===== config.mk =====
export PLATFORM = sky130hd
export DESIGN_NAME = compact_isa_shift_addsub_decode
export DESIGN_NICKNAME = d
export VERILOG_FILES = /design/src/design/compact_decode_pkg.sv /design/src/design/alu_bus_if.sv /design/src/design/compact_alu.sv /design/src/design/compact_isa_shift_addsub_decode.sv
export SDC_FILE = /design/constraint.sdc
export NUM_CORES = 2
export LEC_CHECK = 0
export BUFFER_PORTS_ARGS = -buffer_cell sky130_fd_sc_hd__buf_4
export CORE_MARGIN = 4
export CORE_UTILIZATION = 43
export DETAILED_ROUTE_END_ITERATION = 8
export SLEW_MARGIN = 15
export SYNTH_ARGS = -nofsm -noshare
export SYNTH_HDL_FRONTEND = slang
export SYNTH_SLANG_ARGS = --single-unit

===== constraint.sdc =====
create_clock -name clock -period 40.6 [get_ports clock]
set_input_delay 2.03 -clock clock [delete_from_list [all_inputs] [get_ports clock]]
set_output_delay 2.03 -clock clock [all_outputs]
set_load 0.01 [all_outputs]

===== src/design/compact_decode_pkg.sv =====
package compact_decode_pkg;

	// ------------------------------------------------------------------
	// datapath sizes and reset values
	// ------------------------------------------------------------------
	localparam int          REG_WIDTH   = 32;
	localparam int          LOW_REGS    = 8;
	localparam logic [31:0] REG_RESET   = 32'h0000_0000;
	localparam logic [3:0]  FLAGS_RESET = 4'h0;

	// ------------------------------------------------------------------
	// flag positions inside status_flags_word
	// ------------------------------------------------------------------
	localparam int FLAG_N = 3;
	localparam int FLAG_Z = 2;
	localparam int FLAG_C = 1;
	localparam int FLAG_V = 0;

	// ------------------------------------------------------------------
	// format identification
	// ------------------------------------------------------------------
	localparam logic [2:0] SHIFT_TAG  = 3'h0;
	localparam logic [4:0] ADDSUB_TAG = 5'h03;
	localparam logic [2:0] BYTEOP_TAG = 3'h1;

	// ------------------------------------------------------------------
	// field positions within the halfword
	// ------------------------------------------------------------------
	localparam int TAG_HI    = 15;
	localparam int TAG3_LO   = 13;
	localparam int TAG5_LO   = 11;
	localparam int OP_HI     = 12;
	localparam int OP_LO     = 11;
	localparam int SHAMT_HI  = 10;
	localparam int SHAMT_LO  = 6;
	localparam int SRC_HI    = 5;
	localparam int SRC_LO    = 3;
	localparam int DST_HI    = 2;
	localparam int DST_LO    = 0;
	localparam int ITYPE_BIT = 10;
	localparam int SUBOP_BIT = 9;
	localparam int SECOND_HI = 8;
	localparam int SECOND_LO = 6;
	localparam int BREG_HI   = 10;
	localparam int BREG_LO   = 8;
	localparam int BYTE_HI   = 7;
	localparam int BYTE_LO   = 0;

	// ------------------------------------------------------------------
	// operation codes
	// ------------------------------------------------------------------
	localparam logic [1:0] SH_LEFT  = 2'h0;
	localparam logic [1:0] SH_RIGHT = 2'h1;
	localparam logic [1:0] SH_SIGN  = 2'h2;
	localparam logic [1:0] SH_NONE  = 2'h3;
	localparam logic [1:0] BY_MOVE  = 2'h0;
	localparam logic [1:0] BY_CMP   = 2'h1;
	localparam logic [1:0] BY_ADD   = 2'h2;
	localparam logic [1:0] BY_SUB   = 2'h3;

	// ------------------------------------------------------------------
	// timing: every decoded op retires this many cycles after acceptance
	// ------------------------------------------------------------------
	localparam int EXEC_CYCLES = 1;

	typedef enum logic [2:0] {
		KIND_MOVE = 3'h0,
		KIND_SHL  = 3'h1,
		KIND_SHR  = 3'h2,
		KIND_SAR  = 3'h3,
		KIND_ADD  = 3'h4,
		KIND_SUB  = 3'h5
	} alu_kind_e;

endpackage


===== src/design/alu_bus_if.sv =====
`timescale 1ns/10ps
interface alu_bus_if;
	logic [31:0]                  opA;
	logic [31:0]                  opB;
	logic [4:0]                   amount;
	compact_decode_pkg::alu_kind_e kind;
	logic [3:0]                   flagsIn;
	logic [31:0]                  result;
	logic [3:0]                   flagsOut;

	modport alu  (input opA, opB, amount, kind, flagsIn, output result, flagsOut);
	modport core (output opA, opB, amount, kind, flagsIn, input result, flagsOut);
endinterface


===== src/design/compact_alu.sv =====
`timescale 1ns/10ps
module compact_alu (
	alu_bus_if.alu bus
);

	// ------------------------------------------------------------------
	// shifter and adder with flag generation
	// ------------------------------------------------------------------
	logic [32:0] wide;
	logic [31:0] res;
	logic        carry;
	logic        ovf;
	logic [5:0]  leftIdx;
	logic [4:0]  rightIdx;

	// amount 0 on right shifts encodes a shift by 32
	always_comb begin
		wide     = 33'h0_0000_0000;
		res      = bus.opA;
		carry    = bus.flagsIn[compact_decode_pkg::FLAG_C];
		ovf      = bus.flagsIn[compact_decode_pkg::FLAG_V];
		leftIdx  = 6'h20 - {1'b0, bus.amount};
		rightIdx = bus.amount - 5'h01;
		unique case (bus.kind)
			compact_decode_pkg::KIND_MOVE: begin
				res = bus.opB;
			end
			compact_decode_pkg::KIND_SHL: begin
				res = bus.opA << bus.amount;
				if (bus.amount != 5'h00) begin
					carry = bus.opA[leftIdx[4:0]];
				end
			end
			compact_decode_pkg::KIND_SHR: begin
				if (bus.amount == 5'h00) begin
					res   = 32'h0000_0000;
					carry = bus.opA[31];
				end else begin
					res   = bus.opA >> bus.amount;
					carry = bus.opA[rightIdx];
				end
			end
			compact_decode_pkg::KIND_SAR: begin
				if (bus.amount == 5'h00) begin
					res   = {32{bus.opA[31]}};
					carry = bus.opA[31];
				end else begin
					res   = 32'($signed(bus.opA) >>> bus.amount);
					carry = bus.opA[rightIdx];
				end
			end
			compact_decode_pkg::KIND_ADD: begin
				wide  = {1'b0, bus.opA} + {1'b0, bus.opB};
				res   = wide[31:0];
				carry = wide[32];
				ovf   = (bus.opA[31] == bus.opB[31]) && (res[31] != bus.opA[31]);
			end
			compact_decode_pkg::KIND_SUB: begin
				// carry is the inverted borrow
				wide  = {1'b0, bus.opA} + {1'b0, ~bus.opB} + 33'h0_0000_0001;
				res   = wide[31:0];
				carry = wide[32];
				ovf   = (bus.opA[31] != bus.opB[31]) && (res[31] != bus.opA[31]);
			end
			default: begin
				res = bus.opA;
			end
		endcase
		bus.result   = res;
		bus.flagsOut = {res[31], (res == 32'h0000_0000), carry, ovf};
	end

endmodule


===== src/design/compact_isa_shift_addsub_decode.sv =====
`timescale 1ns/10ps
module compact_isa_shift_addsub_decode (
	input  wire logic         clock,
	input  wire logic         rst,
	input  wire logic         instrValid,
	input  wire logic [15:0]  instr,
	input  wire logic         loadEn,
	input  wire logic [2:0]   loadIdx,
	input  wire logic [31:0]  loadData,
	output logic              regWriteEn,
	output logic [2:0]        regWriteIdx,
	output logic [31:0]       regWriteData,
	output logic [3:0]        statusFlagsWord,
	output logic              instrDone,
	output logic              instrUnsupported,
	output logic [255:0]      lowRegsFlat
);

	// ------------------------------------------------------------------
	// field extraction and format decode
	// ------------------------------------------------------------------
	logic [31:0] lowReg [compact_decode_pkg::LOW_REGS];
	logic [1:0]  opField;
	logic [4:0]  shiftAmountImm;
	logic [2:0]  sourceRegField;
	logic [2:0]  destRegField;
	logic [2:0]  secondOperandReg;
	logic [2:0]  byteRegField;
	logic [7:0]  byteImm;
	logic        isShift;
	logic        isAddSub;
	logic        isByteOp;
	logic        fire;

	// fields overlap; each format reads only its own
	assign opField          = instr[compact_decode_pkg::OP_HI:compact_decode_pkg::OP_LO];
	assign shiftAmountImm   = instr[compact_decode_pkg::SHAMT_HI:compact_decode_pkg::SHAMT_LO];
	assign sourceRegField   = instr[compact_decode_pkg::SRC_HI:compact_decode_pkg::SRC_LO];
	assign destRegField     = instr[compact_decode_pkg::DST_HI:compact_decode_pkg::DST_LO];
	assign secondOperandReg = instr[compact_decode_pkg::SECOND_HI:compact_decode_pkg::SECOND_LO];
	assign byteRegField     = instr[compact_decode_pkg::BREG_HI:compact_decode_pkg::BREG_LO];
	assign byteImm          = instr[compact_decode_pkg::BYTE_HI:compact_decode_pkg::BYTE_LO];

	// format tags
	assign isShift  = (instr[compact_decode_pkg::TAG_HI:compact_decode_pkg::TAG3_LO]
	                   == compact_decode_pkg::SHIFT_TAG)
	                  && (opField != compact_decode_pkg::SH_NONE);
	assign isAddSub = (instr[compact_decode_pkg::TAG_HI:compact_decode_pkg::TAG5_LO]
	                   == compact_decode_pkg::ADDSUB_TAG);
	assign isByteOp = (instr[compact_decode_pkg::TAG_HI:compact_decode_pkg::TAG3_LO]
	                   == compact_decode_pkg::BYTEOP_TAG);
	assign fire     = instrValid;

	// ------------------------------------------------------------------
	// operand steering into the shared alu
	// ------------------------------------------------------------------
	alu_bus_if aluBus ();

	compact_alu aluUnit (
		.bus (aluBus.alu)
	);

	// three-bit register fields can only ever reach r0..r7
	always_comb begin
		aluBus.opA     = lowReg[sourceRegField];
		aluBus.opB     = lowReg[secondOperandReg];
		aluBus.amount  = shiftAmountImm;
		aluBus.kind    = compact_decode_pkg::KIND_MOVE;
		aluBus.flagsIn = statusFlagsWord;
		if (isShift) begin
			unique case (opField)
				compact_decode_pkg::SH_LEFT:  aluBus.kind = compact_decode_pkg::KIND_SHL;
				compact_decode_pkg::SH_RIGHT: aluBus.kind = compact_decode_pkg::KIND_SHR;
				default:                      aluBus.kind = compact_decode_pkg::KIND_SAR;
			endcase
		end else if (isAddSub) begin
			if (instr[compact_decode_pkg::ITYPE_BIT]) begin
				aluBus.opB = {29'h0000_0000, secondOperandReg};
			end
			aluBus.kind = instr[compact_decode_pkg::SUBOP_BIT]
			              ? compact_decode_pkg::KIND_SUB : compact_decode_pkg::KIND_ADD;
		end else if (isByteOp) begin
			aluBus.opA = lowReg[byteRegField];
			aluBus.opB = {24'h00_0000, byteImm};
			unique case (opField)
				compact_decode_pkg::BY_MOVE: aluBus.kind = compact_decode_pkg::KIND_MOVE;
				compact_decode_pkg::BY_ADD:  aluBus.kind = compact_decode_pkg::KIND_ADD;
				default:                     aluBus.kind = compact_decode_pkg::KIND_SUB;
			endcase
		end
	end

	// ------------------------------------------------------------------
	// register file and write-back, one cycle per instruction
	// ------------------------------------------------------------------
	logic       writes;
	logic [2:0] writeIdx;

	assign writes   = fire && (isShift || isAddSub
	                  || (isByteOp && opField != compact_decode_pkg::BY_CMP));
	assign writeIdx = isByteOp ? byteRegField : destRegField;

	// an instruction in the same cycle as a load takes the port; load is dropped
	always_ff @(posedge clock or posedge rst) begin
		if (rst) begin
			for (int i = 0; i < compact_decode_pkg::LOW_REGS; i++) begin
				lowReg[i] <= compact_decode_pkg::REG_RESET;
			end
		end else if (writes) begin
			lowReg[writeIdx] <= aluBus.result;
		end else if (loadEn && !fire) begin
			lowReg[loadIdx] <= loadData;
		end
	end

	// write-back report to the datapath
	always_ff @(posedge clock or posedge rst) begin
		if (rst) begin
			regWriteEn   <= 1'b0;
			regWriteIdx  <= 3'h0;
			regWriteData <= compact_decode_pkg::REG_RESET;
		end else begin
			regWriteEn   <= writes;
			regWriteIdx  <= writeIdx;
			regWriteData <= aluBus.result;
		end
	end

	// flags change only for the three decoded formats; all else holds them
	always_ff @(posedge clock or posedge rst) begin
		if (rst) begin
			statusFlagsWord <= compact_decode_pkg::FLAGS_RESET;
		end else if (fire && (isShift || isAddSub || isByteOp)) begin
			statusFlagsWord <= aluBus.flagsOut;
		end
	end

	// retire and reject pulses
	always_ff @(posedge clock or posedge rst) begin
		if (rst) begin
			instrDone        <= 1'b0;
			instrUnsupported <= 1'b0;
		end else begin
			instrDone        <= fire && (isShift || isAddSub || isByteOp);
			instrUnsupported <= fire && !(isShift || isAddSub || isByteOp);
		end
	end

	// register view for the datapath, registered like every other output
	always_ff @(posedge clock or posedge rst) begin
		if (rst) begin
			lowRegsFlat <= '0;
		end else begin
			for (int i = 0; i < compact_decode_pkg::LOW_REGS; i++) begin
				lowRegsFlat[i*32 +: 32] <= lowReg[i];
			end
		end
	end

	// ------------------------------------------------------------------
	// reference values for checks
	// ------------------------------------------------------------------
	logic [31:0] refSrc;
	logic [31:0] refSecond;
	logic [31:0] refByteReg;
	logic [31:0] refLeft;
	logic [31:0] refRight;
	logic [31:0] refSign;
	logic [31:0] refSmall;
	logic        refCmpZero;

	assign refSrc     = lowReg[sourceRegField];
	assign refSecond  = lowReg[secondOperandReg];
	assign refByteReg = lowReg[byteRegField];
	assign refSmall   = {29'h0000_0000, secondOperandReg};
	assign refLeft    = refSrc << shiftAmountImm;
	assign refRight   = (shiftAmountImm == 5'h00) ? 32'h0000_0000 : (refSrc >> shiftAmountImm);
	assign refSign    = (shiftAmountImm == 5'h00) ? {32{refSrc[31]}}
	                    : 32'($signed(refSrc) >>> shiftAmountImm);
	assign refCmpZero = (refByteReg == {24'h00_0000, byteImm});

	// ------------------------------------------------------------------
	// checks
	// ------------------------------------------------------------------
	chk_shift_left: assert property (@(posedge clock) disable iff (rst)
		fire && isShift && opField == compact_decode_pkg::SH_LEFT
		|=> regWriteEn && regWriteData == $past(refLeft))
		else $error("left shift result wrong");

	chk_shift_right: assert property (@(posedge clock) disable iff (rst)
		fire && isShift && opField == compact_decode_pkg::SH_RIGHT
		|=> regWriteData == $past(refRight))
		else $error("logical right shift result wrong");

	chk_shift_sign: assert property (@(posedge clock) disable iff (rst)
		fire && isShift && opField == compact_decode_pkg::SH_SIGN
		|=> regWriteData == $past(refSign))
		else $error("sign-fill shift result wrong");

	chk_shift_dest: assert property (@(posedge clock) disable iff (rst)
		fire && (isShift || isAddSub) |=> regWriteIdx == $past(destRegField))
		else $error("shift destination not the low field");

	chk_flags_nz: assert property (@(posedge clock) disable iff (rst)
		fire && (isShift || isAddSub) |=> statusFlagsWord[compact_decode_pkg::FLAG_N]
		== regWriteData[31] && statusFlagsWord[compact_decode_pkg::FLAG_Z]
		== (regWriteData == 32'h0000_0000))
		else $error("negative or zero flag wrong");

	chk_add_reg: assert property (@(posedge clock) disable iff (rst)
		fire && isAddSub && instr[10:9] == 2'h0
		|=> regWriteData == $past(refSrc) + $past(refSecond))
		else $error("register add wrong");

	chk_add_imm: assert property (@(posedge clock) disable iff (rst)
		fire && isAddSub && instr[10:9] == 2'h2
		|=> regWriteData == $past(refSrc) + $past(refSmall))
		else $error("immediate add wrong");

	chk_sub_reg: assert property (@(posedge clock) disable iff (rst)
		fire && isAddSub && instr[10:9] == 2'h1
		|=> regWriteData == $past(refSrc) - $past(refSecond))
		else $error("register subtract wrong");

	chk_sub_imm: assert property (@(posedge clock) disable iff (rst)
		fire && isAddSub && instr[10:9] == 2'h3
		|=> regWriteData == $past(refSrc) - $past(refSmall))
		else $error("immediate subtract wrong");

	chk_byte_dest: assert property (@(posedge clock) disable iff (rst)
		fire && isByteOp |=> regWriteIdx == $past(byteRegField))
		else $error("byte form destination wrong");

	chk_one_cycle: assert property (@(posedge clock) disable iff (rst)
		fire && (isShift || isAddSub || isByteOp) |=> instrDone ##1 !instrDone || $past(fire))
		else $error("retire not one cycle after acceptance");

	chk_flags_held: assert property (@(posedge clock) disable iff (rst)
		fire && !(isShift || isAddSub || isByteOp)
		|=> $stable(statusFlagsWord) && !regWriteEn && instrUnsupported)
		else $error("undecoded form touched flags or registers");

	chk_move_byte: assert property (@(posedge clock) disable iff (rst)
		fire && isByteOp && opField == compact_decode_pkg::BY_MOVE
		|=> regWriteEn && regWriteData == {24'h00_0000, $past(byteImm)})
		else $error("byte move wrong");

	chk_cmp_nowrite: assert property (@(posedge clock) disable iff (rst)
		fire && isByteOp && opField == compact_decode_pkg::BY_CMP
		|=> !regWriteEn && statusFlagsWord[compact_decode_pkg::FLAG_Z] == $past(refCmpZero))
		else $error("compare wrote a register or set zero wrongly");

endmodule


Word level (Yosys, flattened, before mapping)
Index checks and enable logic that the tools add are counted.

operators by class
  add/subtract/negate cells = 5
  order comparisons = 9
  equality and inequality tests = 16
  shifts and indexed selects = 3
  multiplexer cells = 42
  bitwise logic cells = 6
  reduce and logical (&&, ||, !) cells = 27

operators by type and width
  operator                                                   count
  two-way mux 32 bit                                         17
  bitwise mux 256 bit                                        2
  two-way mux 256 bit                                        2
  binary-select mux 32 bit (select 3 bit)                    3
  demux 32 bit (select 3 bit)                                2
  case mux 32 bit (6 select lines)                           1
  adder 32 x 32 -> 33 bit                                    2
  adder 33 x 1 -> 33 bit (second input constant)             1
  zero test 32 bit                                           1
  inverter 32 bit                                            1
  << shifter 32 x 5 -> 32 bit                                1
  >> shifter 32 x 5 -> 32 bit                                1
  >>> shifter 32 x 5 -> 32 bit                               1
  greater-or-equal comparator 4 bit (second input constant)  5
  inverter 3 -> 4 bit                                        5
  < comparator 5 x 6 -> 1 bit (second input constant)        2
  two-way mux 3 bit                                          4
  binary-select mux 1 bit (select 5 bit)                     2
  logical AND 1 bit                                          10
  < comparator 4 x 1 -> 1 bit (second input constant)        2
  equality test 3 x 1 -> 1 bit (second input constant)       2
  equality test 3 x 2 -> 1 bit (second input constant)       2
  equality test 3 bit (second input constant)                2
  zero test 3 bit                                            2
  other kinds (24)                                           35

word-level totals
  register bits after elaboration = 554
  output and inout bits = 298

Logic depth before layout (Yosys ltp)
  depth in word-level cells = 13
  depth in mapped cells = 27
  mapped depth without buffers = 21

By module
Synthesis repeated with hierarchy kept, for this count alone.

second synthesis, totals
  cell total of the unflattened synthesis = 3182
  area total of the unflattened synthesis = 34902.2 µm²

by module, submodules not included
  module                           times used  cells each  area each (µm²)  seq. area each (µm²)
  compact_isa_shift_addsub_decode  1           1769        25000.2          13863.3
  compact_alu                      1           1413        9902.0           0.0

Worst setup path after synthesis
Ideal clock, no wire load.

  path kind = input -> register
  start = in instr[7]
  end = reg statusFlagsWord[2]
  arrival = 7.532 ns
  slack = 33.000 ns
  cell stages on the path = 23
  cell sequence = buf_2 -> buf_2 -> buf_1 -> clkbuf_1 -> mux4_2 -> mux2i_1 -> o221ai_1 -> ha_1 -> fa_1 -> nor2b_1 -> o211a_1 -> o21ai_0 -> o31ai_1 -> a21oi_1 -> o41ai_1 -> a21oi_1 -> xor2_1 -> a221o_1 -> clkbuf_1 -> or3b_1 -> or4_1 -> nor4_1 -> a32o_2

on the way
  cells in the longest elaborated chain, start to end = 12
  elaborated cells on any way between the ends = 20
  classes of those cells = 3 x add/sub; 3 x shift; 10 x mux; 2 x bitwise; 2 x reduce/logical

RTL lines
  item                                                   line                                                                          RTL
  from (decl)                                            compact_isa_shift_addsub_decode.sv:6                                          input wire logic [15:0] instr,
  inverter 3 -> 4 bit                                    -
  binary-select mux 32 bit (select 3 bit)                -
  two-way mux 32 bit (not written as such) (2 in a row)  compact_isa_shift_addsub_decode.sv:66                                         aluBus.opB = lowReg[secondOperandReg];
  two-way mux 32 bit (on tied branches)                  compact_isa_shift_addsub_decode.sv:82, compact_isa_shift_addsub_decode.sv:77
  two-way mux 32 bit                                     compact_isa_shift_addsub_decode.sv:76                                         end else if (isAddSub) begin
  two-way mux 32 bit                                     compact_isa_shift_addsub_decode.sv:70                                         if (isShift) begin
  inverter 32 bit                                        compact_alu.sv:60                                                             wide = {1'b0, bus.opA} + {1'b0, ~bus.opB} + 33'h0_0000_0001;
  adder 32 x 32 -> 33 bit                                compact_alu.sv:60
  adder 33 x 1 -> 33 bit                                 compact_alu.sv:60
  case mux 32 bit (6 select lines) *                     compact_alu.sv:24                                                             unique case (bus.kind)
  net aluBus.result[16]                                  alu_bus_if.sv:8                                                               logic [31:0] result;
  zero test 32 bit *                                     compact_alu.sv:70                                                             bus.flagsOut = {res[31], (res == 32'h0000_0000), carry, ovf};
  to (signal assigned)                                   compact_isa_shift_addsub_decode.sv:132                                        statusFlagsWord <= compact_decode_pkg::FLAGS_RESET;
  to (signal assigned)                                   compact_isa_shift_addsub_decode.sv:134                                        statusFlagsWord <= aluBus.flagsOut;
  to (decl)                                              compact_isa_shift_addsub_decode.sv:13                                         output logic [3:0] statusFlagsWord,

Mark *: on every way through the listed nets, which the timed path passes. The rest lies on a longest branch. The select of a mux whose other input is x is not followed.
A chain may end at the register's enable or synchronous reset.

Worst setup path after layout
  start = in instr[10]
  end = reg statusFlagsWord[2]

on the way
  cells in the longest elaborated chain, start to end = 11
  elaborated cells on any way between the ends = 22
  classes of those cells = 3 x add/sub; 3 x shift; 12 x mux; 2 x bitwise; 2 x reduce/logical

RTL lines
  item                                                   line                                   RTL
  inverter 3 -> 4 bit                                    -
  binary-select mux 32 bit (select 3 bit)                -
  two-way mux 32 bit (2 in a row)                        -
  two-way mux 32 bit                                     compact_isa_shift_addsub_decode.sv:82  end else if (isByteOp) begin
  two-way mux 32 bit                                     compact_isa_shift_addsub_decode.sv:76
  two-way mux 32 bit                                     compact_isa_shift_addsub_decode.sv:70
  adder 32 x 32 -> 33 bit, or another cell as far along  compact_alu.sv:60
  adder 33 x 1 -> 33 bit, or another cell as far along   compact_alu.sv:60
  case mux 32 bit (6 select lines) *                     compact_alu.sv:24
  net aluBus.result[20]                                  alu_bus_if.sv:8
  zero test 32 bit *                                     compact_alu.sv:70

Marked as above.

==> metrics <==
status=completed; worst path arrival time=10.70 ns; number of synthesized register bits=554; clock slew seen by the registers of the worst setup and hold paths=0.06 ns; post-cts sizing count=0; area leader, netlist=dfrtp_1; period utilization=0.249; Crit Path Max Fanout=39; Via density=7.10; post-synthesis mux area share=0.169; ys async rst share=1.00; CP Capture Type=flip-flop; Clock Latency Late Sink=0.67 ns; Root Buffer=clkbuf_16; Post-CTS Hold Fix Bufs=0; Synth cell types=107; number of max-slew violations in the final report=0; die width=295 um; most common flop cell mapped by yosys=dfrtp_1; Synth Net Count=3770; fin cells=4985; Synth top area share=0.392; max cap viols=0; initial antenna violation count=17; warnings from Yosys=0; met3 wire length=25.8 mm; Via Count=35.4k; top cells by area, synth=dfrtp_1 (39%), mux4_2 (11%), nand2_1 (6.6%); Critical Path RT=41.18 ns; top sig layer=met5; CTS tree=built; Fmax achieved=98.8 MHz; Synth Area in Compound Gates=0.201; Site Rows=104; CP Class=in2reg; First-pass DRT Iterations=8; # IOs=353; H-tree depth=2; IO Port Bufs=352; grt total ovfl=0; DRT iter0 DRCs=5292; share of cells above drive strength 1=0.233; Clock Sinks=554; met2 wire len=80.7 mm; number of endpoints failing setup at the final stage=0; post-synthesis sequential area ratio=0.392; Detailed Place HPWL=144 mm; Pleak=18.1 nW; antenna-violating nets left=0; Core ar.=0.0811 mm^2; Worst Tran Pin Value=1.30 ns; Die Height=295 um; main combinational cell family by area after synthesis=compound AO/OA/AOI/OAI gates; cell total after placement=4870; vias in the first global route=33.5k; Clock Skew=0.0339 ns; largest net degree at the start of global routing=131; total routed wirelength=194 mm; max_slew headroom=0.106; number of buffers created by CTS=57; total die area=0.0869 mm^2; CP Launch Type=input pin; first-pass GRT wire length=269 mm; Hold Vio Cnt, Final=0; peak supply drop=0.0402 mV; Residual DRC=0; # Post-CTS Setup Buffers=0; Post-Syn Area per Cell=9.70 um^2; adder-cell share of the synthesized area=0.0251; number of flops mapped to enable cells by yosys=0; worst hold-check path type=reg2reg; pwr/cell area=49.4 mW/mm^2; Synth Cell Area=0.0354 mm^2; Metal-1 WL=75.4 mm; Total GRT Usage=0.437; simple-gate area share of the yosys netlist=0.153; Initial Util=0.436; area of the multi-input gates=0.0199 mm^2; gpl congestion=1.11; Reg area=0.0139 mm^2; XOR/XNOR Fraction of Synth Area=0.00792; Synth-to-Final Area Change=16.8%; setup TNS=0 ns; Mapped Cells=3646; # nets final=3993; min Tclk post-route=10.12 ns; RSZ-0062 raised after global routing=no; Max Buffers Root-to-Sink=3; FILL cells=7439; post-DR wirelength/cell=38.8 um
[flip-flops by register name, indices dropped and copies added (netlist names)]
| name | cells |
|---|---|
| lowReg | 256 |
| instrDone | 1 |
| regWriteData | 32 |
| instrUnsupported | 1 |
| statusFlagsWord | 4 |
| regWriteEn | 1 |
| regWriteIdx | 3 |
| lowRegsFlat | 256 |
[placed cells by master, fill, tap and decap left out, drive strengths merged, types with 53 or more instances in the layout]
| cell type | Yosys | final |
|---|---|---|
| nand2 | 618 | 618 |
| ha | 67 | 67 |
| a221o | 65 | 65 |
| a22oi | 79 | 79 |
| nor3 | 63 | 63 |
| mux2i | 143 | 143 |
| mux2 | 53 | 53 |
| buf | 126 | 485 |
| dfrtp | 554 | 554 |
| nor2 | 300 | 300 |
| inv | 112 | 117 |
| clkbuf | 196 | 71 |
| a21oi | 148 | 148 |
| o221ai | 189 | 189 |
| mux4 | 174 | 174 |
| o21ai | 101 | 101 |
[metal layers]
layer | vias up | GRT usage
met2 | 2819 | 0.627
met3 | 543 | 0.143
met5 | - | 0
li1 | 14150 | -
met4 | 6 | 0.206
met1 | 17886 | 0.599
[power breakdown]
part	switching, W	total (W)	internal (W)
sequential	0.0000984	0.000739	0.000640
clock	0.000252	0.000599	0.000347
combinational	0.000443	0.000707	0.000264
total	0.000793	0.00204	0.00125
[cells by family (layout without fill, tap and decap cells)]
group,Yosys count,after routing
buffers and inverters,437,708
flip-flops,554,554
multiplexers,370,370
adder cells (fa/ha/maj),70,70
AND/OR/NAND/NOR,1237,1237
AO/OA/AOI/OAI,946,946
XOR/XNOR,32,32
other,0,8
[layout make-up]
cell class	instances	area share
multi-input cells	2655	0.481
flip-flops and latches	554	0.335
repair buffers	486	0.0885
clock buffers	70	0.0376
well taps	1060	0.0321
clock inverters	37	0.0143
inverters	115	0.0106
diodes	8	0.000484
[metrics by stage]
stage	total power (W)	setup slack (ns)	area, um^2	utilization	hold slack, ns
final	0.00204	30.48	41300	0.510	0.453
after floorplan	0.00109	23.08	35400	-	0.399
after global placement	0.00142	30.31	39200	0.483	0.437
after detailed placement	0.00142	30.29	39200	0.483	0.436
after CTS	0.00202	30.93	41300	0.510	0.443
after global routing	0.00211	30.43	41300	0.510	0.463
[synthesized netlist by cell type (50+ instances only)]
cell and n:
nor2_1 299, buf_2 54, a21oi_1 146, o221ai_1 189, ha_1 67, mux2_2 50, dfrtp_1 554, o21ai_0 89
a221o_1 65, a22oi_1 79, nor3_1 63, mux2i_1 139, buf_1 51, mux4_2 174, nand2_1 618, inv_1 100
clkbuf_1 193
[path summary, 6_finish.rpt]
kind	start	to	slack [ns]	depth (start not counted)
max	instr[10]	statusFlagsWord[2]	30.48	21
min	lowReg[91]	lowRegsFlat[187]	0.45	0
max reg2reg	lowReg[110]	statusFlagsWord[2]	32.49	19
min reg2reg	lowReg[91]	lowRegsFlat[187]	0.45	0
max in group asynchronous	rst	lowReg[85]	36.05	5
min in group asynchronous	rst	regWriteData[27]	1.55	2
[worst max-delay path, stage by stage]
cell,delay (ns)
buf_4,0.38
buf_4,0.64
mux4_2,0.58
mux2_2,0.29
mux2i_1,0.63
inv_1,0.36
ha_1,0.63
and4b_1,0.28
nor4b_1,0.35
nand2_1,0.09
o21ai_0,0.50
a31o_2,0.32
mux2i_1,0.11
mux2i_1,0.21
nor4_4,0.90
inv_2,0.18
nor4_1,0.64
nand4_1,0.37
or4_1,0.61
nor4_1,0.30
a32o_2,0.20
(Power assumes the default switching activity.)
